===== config.mk =====
export PLATFORM = sky130hd
export DESIGN_NAME = media_command_walker
export DESIGN_NICKNAME = d
export VERILOG_FILES = /design/src/media_walker_pkg.sv /design/src/media_command_walker.sv
export SDC_FILE = /design/constraint.sdc
export NUM_CORES = 1
export LEC_CHECK = 0
export ABC_AREA = 1
export BUFFER_PORTS_ARGS = -buffer_cell sky130_fd_sc_hd__buf_2
export CAP_MARGIN = 20
export CORE_MARGIN = 1
export CORE_UTILIZATION = 52
export DETAILED_ROUTE_END_ITERATION = 8
export PLACE_DENSITY = 0.71
export SYNTH_ARGS = -nofsm -noshare
export SYNTH_HDL_FRONTEND = slang
export SYNTH_SLANG_ARGS = --single-unit

===== constraint.sdc =====
create_clock -name sys_clk -period 5.7 [get_ports sys_clk]
set_clock_uncertainty 0.05 [all_clocks]
set_input_delay 0.855 -clock sys_clk [delete_from_list [all_inputs] [get_ports sys_clk]]
set_output_delay 0.855 -clock sys_clk [all_outputs]
set_load 0.02 [all_outputs]

===== src/media_walker_pkg.sv =====
// Package of commands, field layouts and constants for the media command walker
package media_walker_pkg;

	localparam int COORD_W = 12;

	typedef enum logic [3:0] {
		cmd_nop,
		pipe_drain_cmd,
		pipeline_select_cmd,
		base_address_cmd,
		system_routine_ptr_cmd,
		front_end_config_cmd,
		constant_load_cmd,
		descriptor_load_cmd,
		barrier_group_config_cmd,
		state_fence_cmd,
		arbitration_toggle_cmd,
		media_item_cmd,
		persistent_thread_item_cmd,
		walk_cmd,
		compute_item_cmd,
		compute_walk_cmd
	} cmd_op_type;

	typedef struct packed {
		cmd_op_type  op;
		logic [31:0] arg0;
		logic [31:0] arg1;
	} cmd_word_type;

	typedef struct packed {
		logic signed [COORD_W-1:0] x;
		logic signed [COORD_W-1:0] y;
	} xy_type;

	typedef struct packed {
		xy_type res;
		xy_type start;
		xy_type outer_step;
		xy_type inner_step;
	} loop_cfg_type;

	typedef struct packed {
		loop_cfg_type glb;
		loop_cfg_type loc;
		logic         dual;
		logic         repel;
		logic         attract;
		logic [3:0]   extra_steps;
		xy_type       middle_step;
	} walk_cfg_type;

	typedef struct packed {
		logic [31:0] lo;
		logic [31:0] hi;
	} fetch_window_type;

	localparam logic [7:0] HANDLE_COUNT_RST  = 8'h00;
	localparam logic [7:0] HANDLE_LENGTH_RST = 8'h00;
	localparam logic [3:0] STEP_NONE         = 4'h0;

endpackage


===== src/media_command_walker.sv =====
// Media command front end: command sequencing, fences, handle rebuild and the loop walker
//
// Overview of operation
// - State fence drains front end and spawner
// - Latest state command of a type wins
// - Front end config rebuilds all return buffer handles
// - Fetches bounded by indirect and dynamic windows
// - Walker runs two global, three local loops
// - Each walker: resolution, start, outer, inner steps
// - Inner loop dual and extra steps; repel, attract stored but unused
// - Output coordinate is global plus local position
// - Dual mode alternates two half-walks
// - Middle loop bounded by extra-step count
`timescale 1ns/10ps
module media_command_walker
	import media_walker_pkg::*;
(
	input  wire logic             sys_clk,
	input  wire logic             rst,
	input  wire cmd_word_type     cmd,
	input  wire logic             cmd_valid,
	output logic                  cmd_ready,
	input  wire logic             front_end_idle,
	input  wire logic             spawner_idle,
	input  wire logic [31:0]      fetch_addr,
	input  wire logic             fetch_dynamic,
	output logic                  fetch_ok,
	output logic                  handle_rebuild,
	output logic [7:0]            handle_count,
	output logic [7:0]            handle_length,
	output logic                  sequence_error,
	output logic                  arbitration_on,
	output logic [31:0]           barrier_watermark,
	output logic                  dispatch_valid,
	input  wire logic             dispatch_ready,
	output xy_type                dispatch_xy,
	output logic                  walk_busy
);

	typedef enum logic [1:0] {st_idle, st_fence, st_walk} main_state_type;

	main_state_type   state_q, state_d;
	logic [3:0]       step_q, step_d;
	logic [2:0]       seen_q, seen_d;
	fetch_window_type ind_win_q, ind_win_d, dyn_win_q, dyn_win_d;
	logic [7:0]       hcnt_q, hcnt_d, hlen_q, hlen_d;
	logic             rebuild_q, rebuild_d, err_q, err_d, arb_q, arb_d;
	logic [31:0]      wm_q, wm_d;
	walk_cfg_type     cfg_q, cfg_d;
	xy_type           g_outer_q, g_outer_d, g_inner_q, g_inner_d;
	xy_type           l_outer_q, l_outer_d, l_inner_q, l_inner_d;
	logic [3:0]       mid_q, mid_d;
	logic             half_q, half_d;
	xy_type           out_q, out_d;
	logic             outv_q, outv_d;

	logic accept;
	logic is_state_cmd;

	function automatic logic in_box(input xy_type p, input xy_type box);
		in_box = p.x >= 0 && p.y >= 0 && p.x < box.x && p.y < box.y;
	endfunction

	function automatic xy_type add_xy(input xy_type a, input xy_type b);
		add_xy.x = a.x + b.x;
		add_xy.y = a.y + b.y;
	endfunction

	// One signed nibble per component: a 32-bit word cannot carry full fields, so sizes stop at 7
	function automatic xy_type nib_xy(input logic [7:0] w);
		nib_xy.x = COORD_W'(signed'(w[7:4]));
		nib_xy.y = COORD_W'(signed'(w[3:0]));
	endfunction

	function automatic loop_cfg_type unpack_loop(input logic [31:0] w);
		unpack_loop.res        = nib_xy(w[31:24]);
		unpack_loop.start      = nib_xy(w[23:16]);
		unpack_loop.outer_step = nib_xy(w[15:8]);
		unpack_loop.inner_step = nib_xy(w[7:0]);
	endfunction

	assign cmd_ready = (state_q == st_idle) && !outv_q;
	assign accept    = cmd_valid && cmd_ready;
	assign is_state_cmd = cmd.op inside {base_address_cmd, system_routine_ptr_cmd,
		front_end_config_cmd, constant_load_cmd, descriptor_load_cmd,
		barrier_group_config_cmd};

	// Window picked by fetch_dynamic checked combinationally so a fetch is never issued a cycle late
	always_comb
	begin
		if (fetch_dynamic)
			fetch_ok = fetch_addr >= dyn_win_q.lo && fetch_addr < dyn_win_q.hi;
		else
			fetch_ok = fetch_addr >= ind_win_q.lo && fetch_addr < ind_win_q.hi;
	end

	always_comb
	begin
		state_d   = state_q;
		step_d    = step_q;
		seen_d    = seen_q;
		ind_win_d = ind_win_q;
		dyn_win_d = dyn_win_q;
		hcnt_d    = hcnt_q;
		hlen_d    = hlen_q;
		rebuild_d = 1'b0;
		err_d     = err_q;
		arb_d     = arb_q;
		wm_d      = wm_q;
		cfg_d     = cfg_q;
		g_outer_d = g_outer_q;
		g_inner_d = g_inner_q;
		l_outer_d = l_outer_q;
		l_inner_d = l_inner_q;
		mid_d     = mid_q;
		half_d    = half_q;
		out_d     = out_q;
		outv_d    = outv_q && !dispatch_ready;
		unique case (state_q)
			st_idle:
			if (accept)
			begin
				unique case (cmd.op)
					pipe_drain_cmd:
					begin
						step_d = 4'h1;
						seen_d = 3'b000;
					end
					pipeline_select_cmd:
						step_d = 4'h2;
					base_address_cmd:
					begin
						ind_win_d = '{lo: cmd.arg0, hi: cmd.arg1};
						dyn_win_d = '{lo: cmd.arg0, hi: cmd.arg1};
						seen_d[0] = 1'b1;
						step_d    = 4'h3;
					end
					front_end_config_cmd:
					begin
						hcnt_d    = cmd.arg0[7:0];
						hlen_d    = cmd.arg0[15:8];
						rebuild_d = 1'b1;
						seen_d[1] = 1'b1;
					end
					descriptor_load_cmd:
					begin
						dyn_win_d = '{lo: cmd.arg0, hi: cmd.arg1};
						seen_d[2] = 1'b1;
					end
					state_fence_cmd:
					begin
						wm_d    = cmd.arg0;
						state_d = st_fence;
					end
					arbitration_toggle_cmd:
						arb_d = cmd.arg0[0];
					walk_cmd:
					begin
						// A start word only launches, so it never overwrites the stored set-up
						if (!cmd.arg1[31] && cmd.arg1[0])
							cfg_d.glb = unpack_loop(cmd.arg0);
						else if (!cmd.arg1[31])
						begin
							cfg_d.loc         = unpack_loop(cmd.arg0);
							cfg_d.dual        = cmd.arg1[1];
							cfg_d.repel       = cmd.arg1[2];
							cfg_d.attract     = cmd.arg1[3];
							cfg_d.extra_steps = cmd.arg1[7:4];
							cfg_d.middle_step = nib_xy(cmd.arg1[15:8]);
						end
						if (cmd.arg1[31] && seen_q == 3'b111)
						begin
							g_outer_d = cfg_q.glb.start;
							g_inner_d = cfg_q.glb.start;
							l_outer_d = cfg_q.loc.start;
							l_inner_d = cfg_q.loc.start;
							mid_d     = STEP_NONE;
							half_d    = 1'b0;
							state_d   = st_walk;
						end
					end
					default:
					begin
					end
				endcase
				// A state command after primitives without a drain or pipeline select is flagged, but still executed
				if (is_state_cmd && step_q == 4'h4)
					err_d = 1'b1;
				if (cmd.op inside {media_item_cmd, persistent_thread_item_cmd, walk_cmd})
				begin
					if (seen_q != 3'b111)
						err_d = 1'b1;
					step_d = 4'h4;
				end
				if (cmd.op != base_address_cmd && is_state_cmd && !seen_q[0])
					err_d = 1'b1;
			end
			st_fence:
				if (front_end_idle && spawner_idle)
					state_d = st_idle;
			st_walk:
			if (!outv_q || dispatch_ready)
			begin
				out_d  = add_xy(g_inner_q, half_q ? l_outer_q : l_inner_q);
				outv_d = 1'b1;
				if (cfg_q.dual)
					half_d = !half_q;
				l_inner_d = add_xy(l_inner_q, cfg_q.loc.inner_step);
				if (!in_box(add_xy(l_inner_q, cfg_q.loc.inner_step), cfg_q.loc.res))
				begin
					if (mid_q < cfg_q.extra_steps)
					begin
						mid_d     = mid_q + 4'h1;
						l_inner_d = add_xy(l_outer_q, cfg_q.middle_step);
						l_outer_d = add_xy(l_outer_q, cfg_q.middle_step);
					end
					else if (in_box(add_xy(l_outer_q, cfg_q.loc.outer_step), cfg_q.loc.res))
					begin
						mid_d     = STEP_NONE;
						l_outer_d = add_xy(l_outer_q, cfg_q.loc.outer_step);
						l_inner_d = add_xy(l_outer_q, cfg_q.loc.outer_step);
					end
					else
					begin
						mid_d     = STEP_NONE;
						l_outer_d = cfg_q.loc.start;
						l_inner_d = cfg_q.loc.start;
						g_inner_d = add_xy(g_inner_q, cfg_q.glb.inner_step);
						if (!in_box(add_xy(g_inner_q, cfg_q.glb.inner_step), cfg_q.glb.res))
						begin
							g_outer_d = add_xy(g_outer_q, cfg_q.glb.outer_step);
							g_inner_d = add_xy(g_outer_q, cfg_q.glb.outer_step);
							if (!in_box(add_xy(g_outer_q, cfg_q.glb.outer_step),
								cfg_q.glb.res))
								state_d = st_idle;
						end
					end
				end
			end
			default:
				state_d = st_idle;
		endcase
	end

	always_ff @(posedge sys_clk)
	begin
		if (rst)
		begin
			state_q   <= st_idle;
			step_q    <= STEP_NONE;
			seen_q    <= 3'b000;
			ind_win_q <= '0;
			dyn_win_q <= '0;
			hcnt_q    <= HANDLE_COUNT_RST;
			hlen_q    <= HANDLE_LENGTH_RST;
			rebuild_q <= 1'b0;
			err_q     <= 1'b0;
			arb_q     <= 1'b1;
			wm_q      <= '0;
			cfg_q     <= '0;
			g_outer_q <= '0;
			g_inner_q <= '0;
			l_outer_q <= '0;
			l_inner_q <= '0;
			mid_q     <= STEP_NONE;
			half_q    <= 1'b0;
			out_q     <= '0;
			outv_q    <= 1'b0;
		end
		else
		begin
			state_q   <= state_d;
			step_q    <= step_d;
			seen_q    <= seen_d;
			ind_win_q <= ind_win_d;
			dyn_win_q <= dyn_win_d;
			hcnt_q    <= hcnt_d;
			hlen_q    <= hlen_d;
			rebuild_q <= rebuild_d;
			err_q     <= err_d;
			arb_q     <= arb_d;
			wm_q      <= wm_d;
			cfg_q     <= cfg_d;
			g_outer_q <= g_outer_d;
			g_inner_q <= g_inner_d;
			l_outer_q <= l_outer_d;
			l_inner_q <= l_inner_d;
			mid_q     <= mid_d;
			half_q    <= half_d;
			out_q     <= out_d;
			outv_q    <= outv_d;
		end
	end

	assign handle_rebuild    = rebuild_q;
	assign handle_count      = hcnt_q;
	assign handle_length     = hlen_q;
	assign sequence_error    = err_q;
	assign arbitration_on    = arb_q;
	assign barrier_watermark = wm_q;
	assign dispatch_valid    = outv_q;
	assign dispatch_xy       = out_q;
	assign walk_busy         = state_q == st_walk;
endmodule


# ---- Word level (Yosys, flattened, before mapping)
# Index checks and enable logic that the tools add are counted.
dict set report word_totals {
  register_bits 391
  input_bits 107
  out_inout_bits 79
  elab_cells 240
}
dict set report classes {
  n_addsub 13
  magnitude_cmp 21
  eq_ne 32
  mux 64
  n_bitwise 4
  reduce_logical 58
}
# op count
set op_table {}
lappend op_table {{24-bit two-way mux} 23}
lappend op_table {{24-bit case mux with 2 select lines} 4}
lappend op_table {{12-bit by 4-bit adder with 12-bit output} 10}
lappend op_table {{12-bit by 1-bit greater-or-equal comparator with 1-bit output (second input constant)} 8}
lappend op_table {{12-bit by 4-bit < comparator with 1-bit output} 8}
lappend op_table {{32-bit greater-or-equal comparator} 2}
lappend op_table {{32-bit < comparator} 2}
lappend op_table {{4-bit two-way mux} 7}
lappend op_table {{3-bit AND reduction} 9}
lappend op_table {{12-bit adder} 2}
lappend op_table {{4-bit == test (second input constant)} 6}
lappend op_table {{1-bit logical AND} 23}
lappend op_table {{4-bit by 3-bit == test with 1-bit output (second input constant)} 5}
lappend op_table {{2-bit two-way mux} 9}
lappend op_table {{2-bit inequality test (second input constant)} 7}
lappend op_table {{1-bit two-way mux} 13}
lappend op_table {{4-bit case mux with 3 select lines} 1}
lappend op_table {{6-bit AND reduction} 2}
lappend op_table {{10-bit AND reduction} 1}
lappend op_table {{5-bit AND reduction} 2}
lappend op_table {{9-bit AND reduction} 1}
lappend op_table {{4-bit by 2-bit == test with 1-bit output (second input constant)} 2}
lappend op_table {{2-bit by 1-bit inequality test with 1-bit output (second input constant)} 4}
lappend op_table {{1-bit case mux with 2 select lines} 4}
lappend op_table {{other kinds (25)} 37}

# ---- Depth between registers and ports, before layout
# Gate-level depths: netlist (run 1).
dict set report logic_depth {
  depth_word 12
  mapped_depth 29
  depth_no_buf 28
}

# ---- Worst setup path before layout (run 1)
# Ideal clock, no wire load.
dict set report synth_timing {
  path_kind {reg-to-reg}
  startpoint {reg l_inner_q[0] in the netlist's numbering}
  endpoint {reg l_outer_q[10] in the netlist's numbering}
  setup_ps 113
  arrival_ps 3270
  required_ps 5537
  slack_ps 2267
  stages_incl_launch_ff 26
  n_path_buf 2
  synth_period_minus_slack_ps 3433
  path_cell_list {dfxtp_1 ha_1 inv_1 fa_1 o21ai_0 nand2_1 o211ai_1 nand2_1 nand2_1 a21oi_1 xnor2_1 ha_1 nand2_1 o21ai_0 a21oi_1 nand2_1 nand2_1 nand2_1 inv_1 nand3_2 nand2_4 buf_8 inv_4 buf_2 nor2_1 nor2_1}
}
dict set report synth_via {
  elab_chain_cells 7
  elab_cells_between_ends 8
  cone_classes {1 x add/sub; 2 x order compare; 1 x eq/ne; 4 x reduce/logical}
}
# element line_no
set synth_rtl {}
lappend synth_rtl {{start: declaration} media_command_walker.sv:51} ;# xy_type l_outer_q, l_outer_d, l_inner_q, l_inner_d;
lappend synth_rtl {{start signal: assignment} media_command_walker.sv:287} ;# l_inner_q <= l_inner_d;
lappend synth_rtl {{12-bit by 4-bit adder with 12-bit output (*)} media_command_walker.sv:66} ;# add_xy.y = a.y + b.y;
lappend synth_rtl {{12-bit by 1-bit greater-or-equal comparator with 1-bit output} media_command_walker.sv:61} ;# in_box = p.x >= 0 && p.y >= 0 && p.x < box.x && p.y < box.y;
lappend synth_rtl {{1-bit logical AND (2 in a row)} media_command_walker.sv:61}
lappend synth_rtl {{1-bit logical AND (*)} media_command_walker.sv:61}
lappend synth_rtl {{2-bit inequality test (no line) (*)} n/a}
lappend synth_rtl {{6-bit AND reduction (no line) (*)} n/a}
lappend synth_rtl {{end signal: assignment} media_command_walker.sv:286} ;# l_outer_q <= l_outer_d;
lappend synth_rtl {{end: declaration} media_command_walker.sv:51}
# Mark *: on every way between the ends. The rest lies on a longest branch, timed or not.
# A chain may end at the register's enable or synchronous reset.

# ---- Final worst setup path (run 1)
dict set report layout_timing {
  startpoint {reg cfg_q[31] in the netlist's numbering}
  endpoint {reg g_outer_q[5] in the netlist's numbering}
}
dict set report layout_via {
  elab_chain_cells 7
  elab_cells_between_ends 8
  cone_classes {1 x add/sub; 2 x order compare; 1 x eq/ne; 4 x reduce/logical}
}
# element line_no
set layout_rtl {}
lappend layout_rtl {{start: declaration} media_command_walker.sv:49} ;# walk_cfg_type cfg_q, cfg_d;
lappend layout_rtl {{start signal: assignment} media_command_walker.sv:283} ;# cfg_q <= cfg_d;
lappend layout_rtl {{12-bit by 4-bit adder with 12-bit output (*)} media_command_walker.sv:66}
lappend layout_rtl {{12-bit by 1-bit greater-or-equal comparator with 1-bit output} media_command_walker.sv:61}
lappend layout_rtl {{1-bit logical AND (2 in a row)} media_command_walker.sv:61}
lappend layout_rtl {{1-bit logical AND (*)} media_command_walker.sv:61}
lappend layout_rtl {{2-bit inequality test (no line) (*)} n/a}
lappend layout_rtl {{9-bit AND reduction (no line) (*)} n/a}
lappend layout_rtl {{end signal: assignment} media_command_walker.sv:284} ;# g_outer_q <= g_outer_d;
lappend layout_rtl {{end: declaration} media_command_walker.sv:50} ;# xy_type g_outer_q, g_outer_d, g_inner_q, g_inner_d;
# Marked as above.

==> results of run 1 <==
-- kinds of logic (layout without fill, tap and decap cells) --
group,count (synthesis),in the layout,synth area share [%]
simple gates,1389,1389,21.6
buf+inv,653,792,9.60
fa+ha+maj,362,362,17.1
compound gates,957,957,18.9
xor+xnor,96,96,3.12
mux,17,17,0.632
flops,390,390,29.0
-- how the worst min path moves through the flow --
stage	to	slack, ns	startpoint
final	ind_win_q[41]	0.41	ind_win_q[41]
after global routing	dyn_win_q[6]	0.43	dyn_win_q[6]
after CTS	ind_win_q[60]	0.41	ind_win_q[60]
after detailed placement	dyn_win_q[17]	0.40	dyn_win_q[17]
after global placement	cfg_q[190]	0.39	cfg_q[190]
after floorplan	cfg_q[178]	0.38	cfg_q[178]
-- state kept, by name (all words and copies together), names as in the netlist, 2 cells and up --
name,cells
handle_length,8
l_inner_q,24
ind_win_q,64
seen_q,3
state_q,2
g_inner_q,24
dispatch_xy,24
step_q,3
mid_q,4
l_outer_q,24
dyn_win_q,64
barrier_watermark,32
cfg_q,77
handle_count,8
g_outer_q,24
-- Yosys cell counts (all sizes together) --
cell type	count	share of area (%)
a21boi	5	0.14
and3	1	0.023
o21ai	394	7.3
dfxtp	390	29
buf	45	1.1
o211ai	11	0.31
a311oi	1	0.033
clkbuf	90	1.3
a21oi	445	8.3
nand2	704	9.9
o21bai	18	0.50
a31oi	11	0.26
nor2	409	6.0
a21o	11	0.31
o22ai	10	0.23
nand3	188	3.7
nand4	37	0.86
a2111oi	3	0.098
a211oi	22	0.61
o32ai	4	0.13
ha	350	16
nand3b	4	0.11
o21a	2	0.056
o31ai	5	0.14
o2111ai	8	0.26
a22oi	1	0.028
a31o	1	0.033
clkinv	2	0.028
inv	516	7.2
o221ai	3	0.098
a221oi	1	0.033
fa	12	0.89
mux2i	17	0.63
nor3	27	0.52
or3	1	0.023
xor2	63	2.0
nor4	6	0.22
or2	12	0.28
xnor2	33	1.1
o311ai	1	0.033
-- critical path: stages (launching register included) --
cell and delay [ns]:
dfxtp_1 0.35, ha_1 0.19, inv_1 0.06, fa_1 0.40
o21ai_0 0.47, nand2_1 0.10, a21oi_1 0.14, nor2_1 0.06
xor2_1 0.25, inv_1 0.08, ha_1 0.29, nand4_1 0.10
nor3_1 0.14, nand2_1 0.09, nand2_1 0.10, nand2_1 0.05
nand2_1 0.06, inv_1 0.06, nand3_2 0.14, nand2_4 0.20
nor2_8 0.68, nand3_1 0.22, nand2_1 0.12, nor2_1 0.06
-- per-stage QoR --
step,power [mW],cell area (um^2)
after global placement,5.36,28200
final,8.27,29700
after CTS,8.27,29700
after detailed placement,5.39,28200
after floorplan,4.76,26900
after global routing,8.73,29700
-- power by group --
part | switching [mW] | internal (mW)
logic | 1.58 | 0.769
registers | 0.142 | 2.89
clock network | 1.25 | 1.65
-- area by class of cell --
type / count / area [um^2]
clock buffers: 56 / 1200
flip-flops and latches: 390 / 7810
fillers: 4930 / 21500
multi-input cells: 2821 / 16600
well taps: 680 / 851
repair buffers: 199 / 1040
clock inverters: 19 / 239
inverters: 518 / 1960
-- per-layer routing --
| layer | track usage (%) | vias up |
|---|---|---|
| met4 | 9.67 | 2 |
| met1 | 42.5 | 11600 |
| li1 | - | 13000 |
| met3 | 5.49 | 126 |
| met2 | 45.2 | 860 |
| met5 | 0 | - |
==> impl_metrics.ini, run 1 <==
[detailed_routing]
drtPass1Iterations = 9
viasPerCell = 5.48
routed_wl_um = 80900
drc = 1
met3WireLength_um = 7010
topRoutingLayerUsed = met5
postRouteAntennaNets = 0
wl_met1_um = 37200
wire_per_inst_um = 17.3
initialDrtViolationCount = 2387
num_vias = 25600
wl_met2_um = 34100

[grt]
track_usage_pct = 29.9
overflow = 0
grt_pass1_vias = 22400
antenna_found_initial = 5
grt_max_degree = 223
grt_pass1_wl_um = 124000

[setup_path]
worstPathArrival_ns = 5.04
crit_start = cfg_q[31]
setup.worst_path.end_class = flip-flop
r2r-start = cfg_q[31]
rr_worst_depth = 23
rr_endpoint = g_outer_q[5]
worst-path-max-fanout = 53
crit_type = flip-flop to flip-flop
worst_setup_path_start_kind = flip-flop
reg2reg_slack_ns = 1.09
crit_required_ns = 6.13
worstSetupEndpoint = g_outer_q[5]

[logic_synthesis]
syn_area_um2 = 26900
synthCells = 3864
yosysSeqAreaShare_pct = 29.0
avgSynthCellArea_um2 = 6.97
ys_ff_latch = 390
synth_nets = 4333
ys_types = 58
ys_warn_count = 0

[cts]
clk_pin_slew_ns = 0.06
cts_hold_buf = 0
cts_buffers = 43
cts-root-buf = clkbuf_16
post_cts_buffers = 0
tritoncts = built
clock_path_buffers = 3
insertion_delay_ns = 0.60
cts.htree.levels = 2
clock-sinks = 390
post_cts_resized = 0

[cells_and_area]
final_core_util_pct = 58.0
nets = 4442
final_cell_mix = nand2_1, inv_1, a21oi_1, nor2_1, dfxtp_1
num_antenna_cells = 0
fin_cells = 4683
drive_gt1_share_pct = 8.17
area_growth_syn_to_layout_pct = 10.2
final_common_cell = nand2_1

[run_status]
status = finished, violations left
failed_checks = DRC

[timing]
clock.fmax_ghz = 0.217
slew_viol_final = 0
fin_ws_ns = 1.09
period_needed_ns = 4.61
hold_slack_ns = 0.408
period_share_pct = 80.9
tightest_slew_ns = 1.10
setup-tns-final_ns = 0
finalHoldViolCount = 0
rsz0062_at_grt = no
setup_violations = 0
max_slew_margin_pct = 26.7

[floorplanning]
start_util_pct = 52.6
fp.dieH_um = 230
io_pins = 186
fp.dieW_um = 230
num_rows = 83
dieArea_um2 = 52700
coreArea_um2 = 51200

[job]
maxCapViolations = 0

[hold_path]
hold_depth = 2
worst_hold_path_type = flip-flop to flip-flop

[power]
ir_drop_v = 0.000192
total_leakage_power_nw = 14.6
pwr_density_cell_nw_per_um2 = 279

[placement]
dp_cells = 4608
io_buffers = 185
gp_congestion = 0.932
dp_hpwl_um = 61000
dp_slack_ns = 1.19
Power figures use the tool's default switching activity.
==> run 2, diff against run 1 <==
==> constraint.sdc (replaced) <==
create_clock -name sys_clk -period 4.56 [get_ports sys_clk]
set_clock_uncertainty 0.05 [all_clocks]
set_input_delay 0.684 -clock sys_clk [delete_from_list [all_inputs] [get_ports sys_clk]]
set_output_delay 0.684 -clock sys_clk [all_outputs]
set_load 0.02 [all_outputs]
==> run 2 against run 1 <==
The flow now finishes without violations. Sequential power increased by 25%. Final cell count increased by 0.51%. Clock power increased by 40%. Via count increased by 0.13%. Clock-buffer cell count increased by 4. Worst setup slack got worse by 0.74 ns. First-iteration DRC count decreased by 11%. Non-clock buffer count increased by 16. Routed wire length increased by 0.17%. Total power increased by 32%. Sequential cell count unchanged. Cell area increased by 1.2%. Critical endpoint is now l_inner_q[10].
==> impl_metrics.ini, run 2 (synthesized netlist as in run 1, its figures left out) <==
[power]
pwr-share-clk_pct = 37.4
pwr-share-seq_pct = 34.7
power.total_mw = 10.9
power_frac_comb_pct = 27.9
total_leakage_power_nw = 14.8
ir_drop_v = 0.000243
intPower_mw = 7.15
p_sw_mw = 3.74
pwr_density_cell_nw_per_um2 = 362
p_sw_share_pct = 34.4

[grt]
grt_pass1_wl_um = 126000
track_usage_pct = 30.1
grt_max_degree = 164
grt_pass1_vias = 23000
antenna_found_initial = 3
overflow = 0

[cells_and_area]
regMostFlops = cfg_q
reg_top3 = cfg_q (77), dyn_win_q (64), ind_win_q (64)
drive_gt1_share_pct = 8.72
largest_reg_flops = 77
fin_cells = 4707
fillerInstances = 4900
nets = 4460
seq_area_um2 = 7810
area_growth_syn_to_layout_pct = 11.5
final_cell_mix = nand2_1, inv_1, a21oi_1, nor2_1, dfxtp_1
final_common_cell = nand2_1
multiInputGateArea_um2 = 16600

[setup_path]
worstPathCellList = ha_1 -> inv_1 -> fa_1 -> inv_1 -> nand3_1 -> nand2_1 -> a21oi_1 -> o21ai_0 -> xor2_1 -> ha_1 -> nand2_1 -> nor2_1 -> a21oi_1 -> nand2_1 -> nand2_1 -> nand2_1 -> inv_2 -> nand3_1 -> nand2_1 -> nand2_1 -> o21bai_1 -> nand2_1 -> nand2_1 -> nor2_1
worstPathArrival_ns = 4.64
crit_required_ns = 4.98
worst-path-max-fanout = 12
crit_type = flip-flop to flip-flop
cpPeakStageDelay_ns = 0.46
crit_top_cell = nand2_1
cp_slowest_cell = dfxtp_1
worst_setup_path_start_kind = flip-flop
setup.worst_path.end_class = flip-flop

[placement]
gp_congestion = 0.969
dp_hpwl_um = 61600
dp_cells = 4624
io_buffers = 185
dp_slack_ns = 0.434

[cts]
clock_path_buffers = 3
cts.htree.levels = 2
clk_pin_slew_ns = 0.06
tritoncts = built
insertion_delay_ns = 0.58
cts_buffers = 45
cts-root-buf = clkbuf_16
clock-sinks = 390

[detailed_routing]
viasPerCell = 5.46
num_vias = 25700
postRouteAntennaNets = 0
drc = 0
drtPass1Iterations = 6
routed_wl_um = 81000
initialDrtViolationCount = 2117
wire_per_inst_um = 17.2

[timing]
period_needed_ns = 4.21
max_slew_margin_pct = 40.3
tightest_slew_ns = 0.895
setup-tns-final_ns = 0
slew_viol_final = 0
setup_violations = 0
period_share_pct = 92.4
clock.fmax_ghz = 0.237
rsz0062_at_grt = no
fin_ws_ns = 0.347
finalHoldViolCount = 0

[hold_path]
worst_hold_path_type = input port to flip-flop

[floorplanning]
io_pins = 186
fp.dieH_um = 230
dieArea_um2 = 52700
fp.dieW_um = 230
coreArea_um2 = 51200
start_util_pct = 52.6
num_rows = 83

[run_status]
status = complete, no violations

[job]
maxCapViolations = 0
[run 2: per-layer routing]
| metal | GRT usage (%) | part of all wire (%) | routed length, um | vias to the layer above |
|---|---|---|---|---|
| met2 | 46.0 | 42 | 34200 | 789 |
| li1 | - | - | - | 13100 |
| met4 | 10.8 | 3.7 | 2990 | 0 |
| met5 | 0 | 0 | 0 | - |
| met3 | 4.71 | 6.8 | 5530 | 153 |
| met1 | 42.6 | 47 | 38300 | 11600 |
[run 2: cell type report]
class / instances / area share, %
clock buffers: 60 / 4.31
inverters: 518 / 6.53
clock inverters: 22 / 1.18
flip-flops and latches: 390 / 26.0
well taps: 680 / 2.83
diodes: 1 / 0.00833
repair buffers: 215 / 4.00
multi-input cells: 2821 / 55.2
[run 2: power by group through the flow]
stage	registers [mW]	logic, mW	clock network, mW
4_1_cts	3.77	3.00	4.09
2_1_floorplan	3.83	2.13	0
3_5_place_dp	3.85	2.98	0
5_1_grt	3.79	3.41	4.25
3_3_place_gp	3.84	2.95	0
6_report	3.78	3.04	4.07
[run 2: critical path: cells and delay by family, from the launching register on]
| family | cells | cell delay [ns] |
|---|---|---|
| flops | 1 | 0.46 |
| fa+ha+maj | 3 | 0.93 |
| xor+xnor | 1 | 0.27 |
| compound gates | 4 | 0.61 |
| simple gates | 13 | 1.40 |
| buf+inv | 3 | 0.37 |
[run 2: path summary, 6_finish.rpt]
kind / start / endpoint / slack (ns) / depth (start not counted)
hold reg to reg: ind_win_q[5] / ind_win_q[5] / 0.40 / 2
setup / recovery: l_outer_q[0] / l_inner_q[10] / 0.35 / 24
setup reg to reg: l_outer_q[0] / l_inner_q[10] / 0.35 / 24
hold / removal: cmd[1] / cfg_q[30] / 0.32 / 3
[run 2: what timing repair did]
action | in CTS | in global routing
setup buffers | 0 | 0
gates resized for setup | 0 | 3
setup endpoints to repair | 0 | 23
hold buffers | 0 | 0
[run 2: stage by stage]
step,hold slack (ns),utilization [%],cell area (um^2)
floorplan,0.380,-,26900
global placement,0.394,55.5,28400
detailed placement,0.399,55.5,28400
CTS,0.299,58.7,30000
global route,0.332,58.7,30000
finish,0.317,58.7,30000
